### src/rtl/mss_consts.vh
// Overview of operation
// Four select inputs form a binary code; zero picks master, 1-15 pick presets.
// Fifteen preset frequencies, 0 to 400.00 Hz in 0.01 Hz, reset to zero.
// Every input terminal is delayed by 1 to 20 units of 2 ms, default 1.
// Index gear ratio accepts 4 to 1000, default 200.
// Index angle accepts 0.0 to 360.0 degrees in 0.1 steps, default 180.0.
// Index deceleration time accepts 0.00 to 100.00 s, default zero.
// With index on, a stop holds speed until the sensor fires, then decelerates.
// Index angle is counted from the moment the proximity sensor fires.
// The user must assign one input terminal the proximity sensor function.
// Sequencer mode: 0 off, 1 one cycle, 2 continuous, 3 and 4 stepwise.
// While sequencing, speed and direction follow the programmed steps.
// The user must assign and drive active the sequencer run input.
// Outputs show sequencer running, step complete and program complete.
// One-cycle mode stops after one cycle; restart needs enable off then on.
// Continuous mode repeats until paused or switched off.
// Each step uses its own direction and its own operation time.
// Step directions come from a 15-bit word, set bit is reverse.
// A step programmed with zero time is skipped.
// A new input level is accepted only after staying stable for the interval.
// Steps advance in ascending order, moving on when the step time expires.
`ifndef MSS_CONSTS_VH
`define MSS_CONSTS_VH

`define MSS_CLK_HZ        100000000
`define MSS_DEB_UNIT_US   2000
`define MSS_DEB_UNIT_CYC  (`MSS_CLK_HZ / 1000000 * `MSS_DEB_UNIT_US)
`define MSS_STEP_UNIT_MS  100
`define MSS_STEP_UNIT_CYC (`MSS_CLK_HZ / 1000 * `MSS_STEP_UNIT_MS)
`define MSS_DEC_UNIT_MS   10
`define MSS_DEC_UNIT_CYC  (`MSS_CLK_HZ / 1000 * `MSS_DEC_UNIT_MS)

`define MSS_ADDR_CTRL     12'h000
`define MSS_ADDR_DEB      12'h004
`define MSS_ADDR_MASTER   12'h008
`define MSS_ADDR_DIR      12'h00C
`define MSS_ADDR_GEAR     12'h010
`define MSS_ADDR_ANGLE    12'h014
`define MSS_ADDR_IDEC     12'h018
`define MSS_ADDR_STATUS   12'h01C
`define MSS_ADDR_FREQ0    12'h040
`define MSS_ADDR_TIME0    12'h080
`define MSS_ADDR_LAST     12'h0B8

`define MSS_CTRL_IDX_BIT  8
`define MSS_MODE_OFF      3'h0
`define MSS_MODE_ONE      3'h1
`define MSS_MODE_CONT     3'h2
`define MSS_MODE_ONE_SW   3'h3
`define MSS_MODE_CONT_SW  3'h4

`define MSS_DEB_RST       5'h01
`define MSS_DEB_MIN       5'h01
`define MSS_DEB_MAX       5'h14
`define MSS_FREQ_MAX      16'h9C40
`define MSS_GEAR_RST      10'h0C8
`define MSS_GEAR_MIN      10'h004
`define MSS_GEAR_MAX      10'h3E8
`define MSS_ANGLE_RST     12'h708
`define MSS_ANGLE_MAX     12'hE10
`define MSS_IDEC_MAX      14'h2710

`define MSS_IN_SEL0       0
`define MSS_IN_SEQ_EN     4
`define MSS_IN_PAUSE      5
`define MSS_IN_PROX       6
`define MSS_IN_STOP       7
`define MSS_IN_DIR        8
`define MSS_IN_N          9

`endif

### src/rtl/mss_debounce.v
`timescale 1ns/1ps
`default_nettype none
`include "mss_consts.vh"
module mss_debounce
(
  // clock and reset
  input  wire                   pclk,
  input  wire                   presetn,
  // timing
  input  wire                   tick,
  input  wire [4:0]             units,
  // terminals
  input  wire [`MSS_IN_N-1:0]   pin_in,
  output reg  [`MSS_IN_N-1:0]   level
);

  reg [`MSS_IN_N-1:0] s1;
  reg [`MSS_IN_N-1:0] s2;
  reg [`MSS_IN_N-1:0] s3;
  reg [4:0]           cnt [0:`MSS_IN_N-1];
  integer             i;

  always @(posedge pclk or negedge presetn)
  begin
    if (!presetn)
    begin
      s1    <= {`MSS_IN_N{1'b0}};
      s2    <= {`MSS_IN_N{1'b0}};
      s3    <= {`MSS_IN_N{1'b0}};
      level <= {`MSS_IN_N{1'b0}};
      for (i = 0; i < `MSS_IN_N; i = i + 1)
        cnt[i] <= 5'h00;
    end
    else
    begin
      s1 <= pin_in;
      s2 <= s1;
      s3 <= s2;
      for (i = 0; i < `MSS_IN_N; i = i + 1)
      begin
        // any disagreement or return to the old level restarts the wait
        if (s2[i] != s3[i] || s3[i] == level[i])
          cnt[i] <= 5'h00;
        else if (tick)
        begin
          // one extra tick: the first tick after a change is only partial
          if (cnt[i] >= units)
          begin
            level[i] <= s3[i];
            cnt[i]   <= 5'h00;
          end
          else
            cnt[i] <= cnt[i] + 5'h01;
        end
      end
    end
  end

endmodule // mss_debounce
`default_nettype wire

### src/rtl/mss_top.v
// Added by the designer: the APB register port and the register offsets.
`timescale 1ns/1ps
`default_nettype none
`include "mss_consts.vh"
module mss_top
#(
  parameter DEB_UNIT_CYC  = `MSS_DEB_UNIT_CYC,
  parameter STEP_UNIT_CYC = `MSS_STEP_UNIT_CYC,
  parameter DEC_UNIT_CYC  = `MSS_DEC_UNIT_CYC
)
(
  // clock and reset
  input  wire        pclk,
  input  wire        presetn,
  // apb slave
  input  wire        psel,
  input  wire        penable,
  input  wire        pwrite,
  input  wire [11:0] paddr,
  input  wire [31:0] pwdata,
  output reg  [31:0] prdata,
  output reg         pready,
  output reg         pslverr,
  // input terminals
  input  wire        speed_select_bit0,
  input  wire        speed_select_bit1,
  input  wire        speed_select_bit2,
  input  wire        speed_select_bit3,
  input  wire        seq_enable,
  input  wire        seq_pause,
  input  wire        prox_sensor,
  input  wire        stop_cmd,
  input  wire        dir_cmd_reverse,
  // speed command to the ramp engine
  output reg  [15:0] freq_cmd,
  output reg         dir_reverse,
  output reg         seq_stepwise,
  // output terminals
  output reg         seq_running,
  output reg         seq_step_done,
  output reg         seq_prog_done,
  // index positioning
  output reg         idx_hold,
  output reg         idx_start,
  output reg         idx_decel,
  output reg         idx_stopped
);

  localparam S_IDLE = 4'b0001;
  localparam S_RUN  = 4'b0010;
  localparam S_NEXT = 4'b0100;
  localparam S_DONE = 4'b1000;
  localparam I_IDLE = 4'b0001;
  localparam I_WAIT = 4'b0010;
  localparam I_DEC  = 4'b0100;
  localparam I_STOP = 4'b1000;

  // limit a written value to its legal range
  function [15:0] clamp;
    input [15:0] v;
    input [15:0] lo;
    input [15:0] hi;
    begin
      clamp = (v < lo) ? lo : ((v > hi) ? hi : v);
    end
  endfunction

  reg  [2:0]  mode;
  reg         idx_en;
  reg  [4:0]  deb_units;
  reg  [15:0] master_freq;
  reg  [14:0] step_dir;
  reg  [9:0]  gear;
  reg  [11:0] angle;
  reg  [13:0] idx_dec_time;
  reg  [15:0] step_freq [0:14];
  reg  [15:0] step_time [0:14];
  reg  [3:0]  sstate;
  reg  [3:0]  istate;
  reg  [3:0]  step;
  reg  [15:0] step_cnt;
  reg  [13:0] dec_cnt;
  reg         en_seen_off;
  reg  [31:0] deb_div;
  reg  [31:0] step_div;
  reg  [31:0] dec_div;
  reg         deb_tick;
  reg         step_tick;
  reg         dec_tick;
  reg         prox_d;
  reg  [31:0] rd_val;
  reg         rd_hit;
  wire [`MSS_IN_N-1:0] din;
  wire [3:0]  sel_code;
  wire        sel_freq_reg;
  wire        sel_time_reg;
  wire [3:0]  reg_idx;
  wire        wr_en;
  wire [15:0] wr_deb;
  wire [15:0] wr_gear;
  wire [15:0] wr_angle;
  wire [15:0] wr_idec;
  integer     k;

  assign sel_code     = din[`MSS_IN_SEL0+3:`MSS_IN_SEL0];
  assign sel_freq_reg = paddr[11:6] == 6'h01 && paddr[5:2] != 4'hF;
  assign sel_time_reg = paddr[11:6] == 6'h02 && paddr[5:2] != 4'hF;
  assign reg_idx      = paddr[5:2];
  assign wr_en        = psel & penable & pready & pwrite;
  // clamp over the whole low half, so large values saturate and never wrap
  assign wr_deb       = clamp(pwdata[15:0], {11'h0, `MSS_DEB_MIN},
                              {11'h0, `MSS_DEB_MAX});
  assign wr_gear      = clamp(pwdata[15:0], {6'h0, `MSS_GEAR_MIN},
                              {6'h0, `MSS_GEAR_MAX});
  assign wr_angle     = clamp(pwdata[15:0], 16'h0, {4'h0, `MSS_ANGLE_MAX});
  assign wr_idec      = clamp(pwdata[15:0], 16'h0, {2'h0, `MSS_IDEC_MAX});

  mss_debounce u_deb
  (
    .pclk    (pclk),
    .presetn (presetn),
    .tick    (deb_tick),
    .units   (deb_units),
    .pin_in  ({dir_cmd_reverse, stop_cmd, prox_sensor, seq_pause,
               seq_enable, speed_select_bit3, speed_select_bit2,
               speed_select_bit1, speed_select_bit0}),
    .level   (din)
  );

  // timebase dividers, one-cycle enables
  always @(posedge pclk or negedge presetn)
  begin
    if (!presetn)
    begin
      deb_div   <= 32'h0;
      step_div  <= 32'h0;
      dec_div   <= 32'h0;
      deb_tick  <= 1'b0;
      step_tick <= 1'b0;
      dec_tick  <= 1'b0;
    end
    else
    begin
      deb_tick  <= deb_div == DEB_UNIT_CYC - 1;
      deb_div   <= (deb_div == DEB_UNIT_CYC - 1) ? 32'h0 : deb_div + 32'h1;
      step_tick <= step_div == STEP_UNIT_CYC - 1;
      step_div  <= (step_div == STEP_UNIT_CYC - 1) ? 32'h0
                                                  : step_div + 32'h1;
      // restarted at the trigger so decel time counts from it
      dec_tick  <= dec_div == DEC_UNIT_CYC - 1;
      dec_div   <= (dec_div == DEC_UNIT_CYC - 1 || (din[`MSS_IN_PROX] &
                   !prox_d)) ? 32'h0 : dec_div + 32'h1;
    end
  end

  // apb read mux
  always @*
  begin
    rd_val = 32'h0;
    rd_hit = 1'b1;
    if (sel_freq_reg)
      rd_val = {16'h0, step_freq[reg_idx]};
    else if (sel_time_reg)
      rd_val = {16'h0, step_time[reg_idx]};
    else
      case (paddr)
        `MSS_ADDR_CTRL:   rd_val = {23'h0, idx_en, 5'h0, mode};
        `MSS_ADDR_DEB:    rd_val = {27'h0, deb_units};
        `MSS_ADDR_MASTER: rd_val = {16'h0, master_freq};
        `MSS_ADDR_DIR:    rd_val = {17'h0, step_dir};
        `MSS_ADDR_GEAR:   rd_val = {22'h0, gear};
        `MSS_ADDR_ANGLE:  rd_val = {20'h0, angle};
        `MSS_ADDR_IDEC:   rd_val = {18'h0, idx_dec_time};
        `MSS_ADDR_STATUS: rd_val = {16'h0, istate, sstate, 4'h0, step};
        default:          rd_hit = 1'b0;
      endcase
  end

  // apb: answer registered in the cycle after setup, one wait-free access
  always @(posedge pclk or negedge presetn)
  begin
    if (!presetn)
    begin
      pready       <= 1'b0;
      pslverr      <= 1'b0;
      prdata       <= 32'h0;
      mode         <= `MSS_MODE_OFF;
      idx_en       <= 1'b0;
      deb_units    <= `MSS_DEB_RST;
      master_freq  <= 16'h0;
      step_dir     <= 15'h0;
      gear         <= `MSS_GEAR_RST;
      angle        <= `MSS_ANGLE_RST;
      idx_dec_time <= 14'h0;
      for (k = 0; k < 15; k = k + 1)
      begin
        step_freq[k] <= 16'h0;
        step_time[k] <= 16'h0;
      end
    end
    else
    begin
      pready  <= psel & ~penable;
      pslverr <= psel & ~penable & ~rd_hit;
      prdata  <= (psel & ~penable & ~pwrite) ? rd_val : 32'h0;
      if (wr_en && sel_freq_reg)
        step_freq[reg_idx] <= clamp(pwdata[15:0], 16'h0,
                                    `MSS_FREQ_MAX);
      if (wr_en && sel_time_reg)
        step_time[reg_idx] <= pwdata[15:0];
      if (wr_en)
        case (paddr)
          `MSS_ADDR_CTRL:
          begin
            mode   <= (pwdata[2:0] > `MSS_MODE_CONT_SW) ? `MSS_MODE_OFF
                                                          : pwdata[2:0];
            idx_en <= pwdata[`MSS_CTRL_IDX_BIT];
          end
          `MSS_ADDR_DEB:
            deb_units <= wr_deb[4:0];
          `MSS_ADDR_MASTER:
            master_freq <= clamp(pwdata[15:0], 16'h0, `MSS_FREQ_MAX);
          `MSS_ADDR_DIR:
            step_dir <= pwdata[14:0];
          `MSS_ADDR_GEAR:
            gear <= wr_gear[9:0];
          `MSS_ADDR_ANGLE:
            angle <= wr_angle[11:0];
          `MSS_ADDR_IDEC:
            idx_dec_time <= wr_idec[13:0];
          default:
            ;
        endcase
    end
  end

  // step sequencer
  always @(posedge pclk or negedge presetn)
  begin
    if (!presetn)
    begin
      sstate        <= S_IDLE;
      step          <= 4'h0;
      step_cnt      <= 16'h0;
      en_seen_off   <= 1'b1;
      seq_running   <= 1'b0;
      seq_step_done <= 1'b0;
      seq_prog_done <= 1'b0;
      seq_stepwise  <= 1'b0;
    end
    else
    begin
      seq_step_done <= 1'b0;
      seq_stepwise  <= mode == `MSS_MODE_ONE_SW ||
                       mode == `MSS_MODE_CONT_SW;
      if (!din[`MSS_IN_SEQ_EN])
        en_seen_off <= 1'b1;
      if (!din[`MSS_IN_SEQ_EN] || mode == `MSS_MODE_OFF)
      begin
        sstate        <= S_IDLE;
        seq_running   <= 1'b0;
        seq_prog_done <= 1'b0;
      end
      else
        case (sstate)
          S_IDLE:
            if (en_seen_off)
            begin
              en_seen_off <= 1'b0;
              step        <= 4'h0;
              step_cnt    <= 16'h0;
              seq_running <= 1'b1;
              sstate      <= S_RUN;
            end
          S_RUN:
            if (step_time[step] == 16'h0)
              sstate <= S_NEXT;
            else if (!din[`MSS_IN_PAUSE] && step_tick)
            begin
              if (step_cnt + 16'h1 >= step_time[step])
              begin
                seq_step_done <= 1'b1;
                sstate        <= S_NEXT;
              end
              else
                step_cnt <= step_cnt + 16'h1;
            end
          S_NEXT:
          begin
            step_cnt <= 16'h0;
            if (step != 4'hE)
            begin
              step   <= step + 4'h1;
              sstate <= S_RUN;
            end
            else if (mode == `MSS_MODE_CONT || mode == `MSS_MODE_CONT_SW)
            begin
              step   <= 4'h0;
              sstate <= S_RUN;
            end
            else
            begin
              seq_running   <= 1'b0;
              seq_prog_done <= 1'b1;
              sstate        <= S_DONE;
            end
          end
          S_DONE:
            ; // left only by enable going low or mode set to off
          default:
            sstate <= S_IDLE;
        endcase
    end
  end

  // speed and direction command
  always @(posedge pclk or negedge presetn)
  begin
    if (!presetn)
    begin
      freq_cmd    <= 16'h0;
      dir_reverse <= 1'b0;
    end
    else if (sstate == S_RUN || sstate == S_NEXT)
    begin
      freq_cmd    <= step_freq[step];
      dir_reverse <= step_dir[step];
    end
    else
    begin
      freq_cmd    <= (sel_code == 4'h0) ? master_freq
                                        : step_freq[sel_code - 4'h1];
      dir_reverse <= din[`MSS_IN_DIR];
    end
  end

  // simple index positioning
  always @(posedge pclk or negedge presetn)
  begin
    if (!presetn)
    begin
      istate      <= I_IDLE;
      prox_d      <= 1'b0;
      dec_cnt     <= 14'h0;
      idx_hold    <= 1'b0;
      idx_start   <= 1'b0;
      idx_decel   <= 1'b0;
      idx_stopped <= 1'b0;
    end
    else
    begin
      prox_d    <= din[`MSS_IN_PROX];
      idx_start <= 1'b0;
      case (istate)
        I_IDLE:
        begin
          idx_stopped <= 1'b0;
          if (idx_en && din[`MSS_IN_STOP])
          begin
            idx_hold <= 1'b1;
            istate   <= I_WAIT;
          end
        end
        I_WAIT:
          if (din[`MSS_IN_PROX] && !prox_d)
          begin
            idx_hold  <= 1'b0;
            idx_start <= 1'b1;
            idx_decel <= 1'b1;
            dec_cnt   <= 14'h0;
            istate    <= I_DEC;
          end
        I_DEC:
          if (dec_cnt >= idx_dec_time)
          begin
            idx_decel   <= 1'b0;
            idx_stopped <= 1'b1;
            istate      <= I_STOP;
          end
          else if (dec_tick)
            dec_cnt <= dec_cnt + 14'h1;
        I_STOP:
          if (!din[`MSS_IN_STOP])
            istate <= I_IDLE;
        default:
          istate <= I_IDLE;
      endcase
    end
  end

endmodule // mss_top
`default_nettype wire

### config.mk
export PLATFORM = sky130hd
export DESIGN_NAME = mss_top
export DESIGN_NICKNAME = d
export VERILOG_FILES = /design/src/rtl/mss_debounce.v /design/src/rtl/mss_top.v
export VERILOG_INCLUDE_DIRS = /design/src /design/src/rtl
export SDC_FILE = /design/constraint.sdc
export NUM_CORES = 2
export LEC_CHECK = 0
export BUFFER_PORTS_ARGS = -buffer_cell sky130_fd_sc_hd__buf_2
export CORE_MARGIN = 4
export CORE_UTILIZATION = 27
export CTS_CLUSTER_SIZE = 12
export DETAILED_ROUTE_END_ITERATION = 16
export HOLD_SLACK_MARGIN = 0.15
export SYNTH_ARGS = -nofsm -noshare
export SYNTH_HDL_FRONTEND = slang
export SYNTH_SLANG_ARGS = --single-unit
### constraint.sdc
create_clock -name pclk -period 7.31 [get_ports pclk]
set_input_delay 1.0965 -clock pclk [delete_from_list [all_inputs] [get_ports pclk]]
set_output_delay 1.0965 -clock pclk [all_outputs]
set_load 0.01 [all_outputs]
==> summary.txt <==
Die
  – Starting density of the core: 27.3%
  – Die area: 0.171 mm2
  – Die Wd: 414 um
  – Core area: 0.163 mm2
  – Die Y: 414 um
  – Io pins: 117
  – Row cnt: 148

Drt
  – Vias: 32500
  – Wire length per cell: 22.0 um
  – DRT iter0 DRCs: 2912
  – Post-route ant nets: 0
  – Post-Route WL: 136000 um
  – Via density: 5.26
  – TritonRoute pass-1 iters: 9
  – DRC violations left: 0

Timing
  – Worst clock skew: 29.9 ps
  – Min Hold Slack: 347 ps
  – # setup viols final: 0
  – Minimum clock period: 5390 ps
  – Max Slew Vio Count: 0
  – Setup tns final: 0 ps
  – Worst Tran Pin Value: 1170 ps
  – RSZ-0062 raised after global routing: no
  – Fin. Hold Viols: 0
  – F_max: 0.185 GHz
  – Final worst-path cycle share: 73.8%
  – Worst slew margin: 21.9%

CTS
  – Worst skew pair latency: 680 ps
  – H-tree depth: 3
  – CTS tree: done
  – Resized Gates After CTS: 0
  – Post-CTS Hold Fix Bufs: 0
  – CTS clock-pin slew for the worst setup and hold paths: 60 ps
  – CTS Buffer Depth: 3
  – CTS root buf: clkbuf_16
  – Setup Fix Bufs, Post-CTS: 0
  – Clk sink count: 823
  – Total CTS buffers: 93

GRT
  – Vias in the first global route: 32200
  – Initial antenna violation count: 14
  – First-pass GRT wire length: 206000 um
  – Largest net degree at the start of global routing: 161
  – Total GRT Usage: 15.7%
  – GRT Residual Overflow: 0

Pwr
  – IR drop worst, VDD: 0.000147 V
  – P_int: 7.36 mW
  – Sw frac: 23.1%
  – NetSw: 2.21 mW
  – Sequential power share: 47.9%
  – LEAKAGE: 21.7 nW
  – Combinational Power Share: 3.5%
  – Clock power share: 48.7%
  – Power Density: 191 mW/mm2

Job
  – Max cap viols: 0

Placement
  – Placed cell area: 0.0472 mm2
  – Post-DP HPWL: 86400 um
  – Port Buffers: 84
  – GPL Wtd Cong: 0.851

Yosys
  – Cell Area, Synth: 0.0445 mm2
  – Cell count after synthesis: 3941
  – Synthesized area per cell: 11.3 um2
  – Synth warn: 0
  – Unique masters post-synth: 71
  – Seq cells post-synth: 823
  – Ys async rst share: 100%
  – Post-synthesis sequential area ratio: 46.3%
  – Post-synth EDFFs: 0
  – Top_reg_cell synth: dfrtp_1

Worst setup path
  – Kind of critical path: flop to flop
  – Critical Path Fanout Max: 39
  – R2R depth: 15
  – Crit path required time: 7860 ps
  – Worst reg2reg startpoint: step[1]
  – FF-to-FF setup slack: 1920 ps
  – Startpoint types: flop
  – Arrival time at the worst endpoint: 5940 ps
  – Terminus of the critical flop-to-flop path: step_cnt[5]
  – Critical path capture point type: flop

Finish
  – Finished Cell Area: 0.0502 mm2
  – Final nets: 4070
  – Share of layout cells above drive strength 1: 22.5%
  – Area delta synth->final: 12.9%

Worst hold path
  – Hold Path Class: flop to flop
  – Min-Delay Endpoint: u_deb.s2[4]
  – Worst hold stages: 0
  – Hold path startpoint: u_deb.s1[4]

Status
  – Status: finished clean
power by group through the flow:
| stage | Sequential, mW | Combinational (mW) | Clock (mW) |
|---|---|---|---|
| after floorplan | 4.66 | 0.146 | 0 |
| after global routing | 4.58 | 0.363 | 4.95 |
| after detailed placement | 4.66 | 0.335 | 0 |
| after CTS | 4.58 | 0.335 | 4.75 |
| after global placement | 4.66 | 0.333 | 0 |
| final | 4.58 | 0.331 | 4.66 |
state kept, by name, indices dropped and copies added (netlist names), 5 cells and up:
| signal | cells |
|---|---|
| angle | 12 |
| deb_div | 32 |
| deb_units | 5 |
| dec_cnt | 14 |
| dec_div | 32 |
| freq_cmd | 16 |
| gear | 10 |
| idx_dec_time | 14 |
| master_freq | 16 |
| prdata | 16 |
| step_cnt | 16 |
| step_dir | 15 |
| step_div | 32 |
| step_freq | 240 |
| step_time | 240 |
| u_deb.cnt | 45 |
| u_deb.level | 9 |
| u_deb.s1 | 9 |
| u_deb.s2 | 9 |
| u_deb.s3 | 9 |
worst max-delay path: stages, from the launching register on:
cell      delay, ps
dfrtp_4         910
buf_4           600
mux2i_1         150
a22oi_1         280
a31oi_1         120
a21oi_1         320
ha_1            310
nand2b_1        150
a21o_1          170
a21oi_1         150
o21ai_1         100
a2111o_1        410
a211oi_1        550
nand4b_4        400
and2_1          410
a21o_1          220
how the worst max path moves through the flow:
stage | startpoint | to | slack, ps
6_report | step[1] | step_cnt[5] | 1920
3_3_place_gp | step[1] | step_cnt[10] | 2000
3_5_place_dp | step[1] | step_cnt[2] | 1960
4_1_cts | step[1] | step_cnt[2] | 1930
5_1_grt | step[1] | step_cnt[5] | 1620
2_1_floorplan | step[0] | step_cnt[0] | 3310
metal layers:
metal | part of all wire, % | track usage [%] | vias to the layer above
li1 | - | - | 14300
met1 | 41 | 20.3 | 16600
met2 | 47 | 25.4 | 1220
met3 | 7.0 | 3.29 | 329
met4 | 4.8 | 7.11 | 2
met5 | 0.0096 | 0 | -
synthesized netlist by cell type, types with 67 or more instances:
cell | count | area share [%]
ha_1 | 93 | 2.6
a21oi_1 | 88 | 0.99
nand2_1 | 550 | 4.6
o21ai_0 | 457 | 5.1
inv_1 | 77 | 0.65
clkbuf_1 | 211 | 1.8
dfrtp_1 | 812 | 46
mux4_2 | 288 | 15
mux2i_1 | 136 | 3.1
nor2_1 | 187 | 1.6
xor2_1 | 67 | 1.3
nand3_1 | 116 | 1.3
mux2_2 | 256 | 6.5
kinds of logic after synthesis:
| logic type | synth area share, % |
|---|---|
| AOI/OAI and AO/OA | 9.97 |
| xor gates and xnor gates | 2.25 |
| adders and majority gates | 2.62 |
| buffers and inverters | 3.45 |
| DFF | 46.3 |
| muxes | 24.4 |
| other | 0.00843 |
| and+or+nand+nor | 11.0 |
cells in the final DEF, fill, tap and decap left out, drive strengths merged, types with 7 or more instances in the layout:
cell	n
nand2	550
nor2	187
nand4	26
or2	7
mux2i	136
diode	8
o31a	9
xor2	67
a22o	13
nor3	26
o21ai	464
clkbuf	137
a41oi	7
a22oi	45
and2	14
buf	155
a221oi	11
conb	16
xnor2	47
mux4	288
a31oi	10
o221ai	16
nand2b	47
inv	84
dfrtp	812
mux2	265
a21oi	89
or3	17
dfstp	11
and3	32
ha	93
nor4	23
nand3	116
a222oi	9
o31ai	9
nor2b	21
clkinv	21
a21o	43
layout make-up:
type / count / area (um2)
antenna: 8 / 20.0
clock buffer: 136 / 2690
clock inverter: 30 / 312
fill: 16400 / 113000
inverter: 81 / 304
multi-input combinational: 2764 / 22500
sequential: 823 / 20600
tap: 2175 / 2720
timing repair buffer: 156 / 1050
through the flow:
| stage | cells | total power [mW] | worst slack [ps] | util [%] |
|---|---|---|---|---|
| after global routing | 6170 | 9.89 | 1620 | 30.8 |
| after floorplan | 3956 | 4.80 | 3310 | - |
| after global placement | 5999 | 4.99 | 2000 | 28.9 |
| after detailed placement | 5999 | 4.99 | 1960 | 28.9 |
| final | 6173 | 9.57 | 1920 | 30.8 |
| after CTS | 6165 | 9.66 | 1930 | 30.8 |
Note: power is estimated with default switching activity, not from simulation.
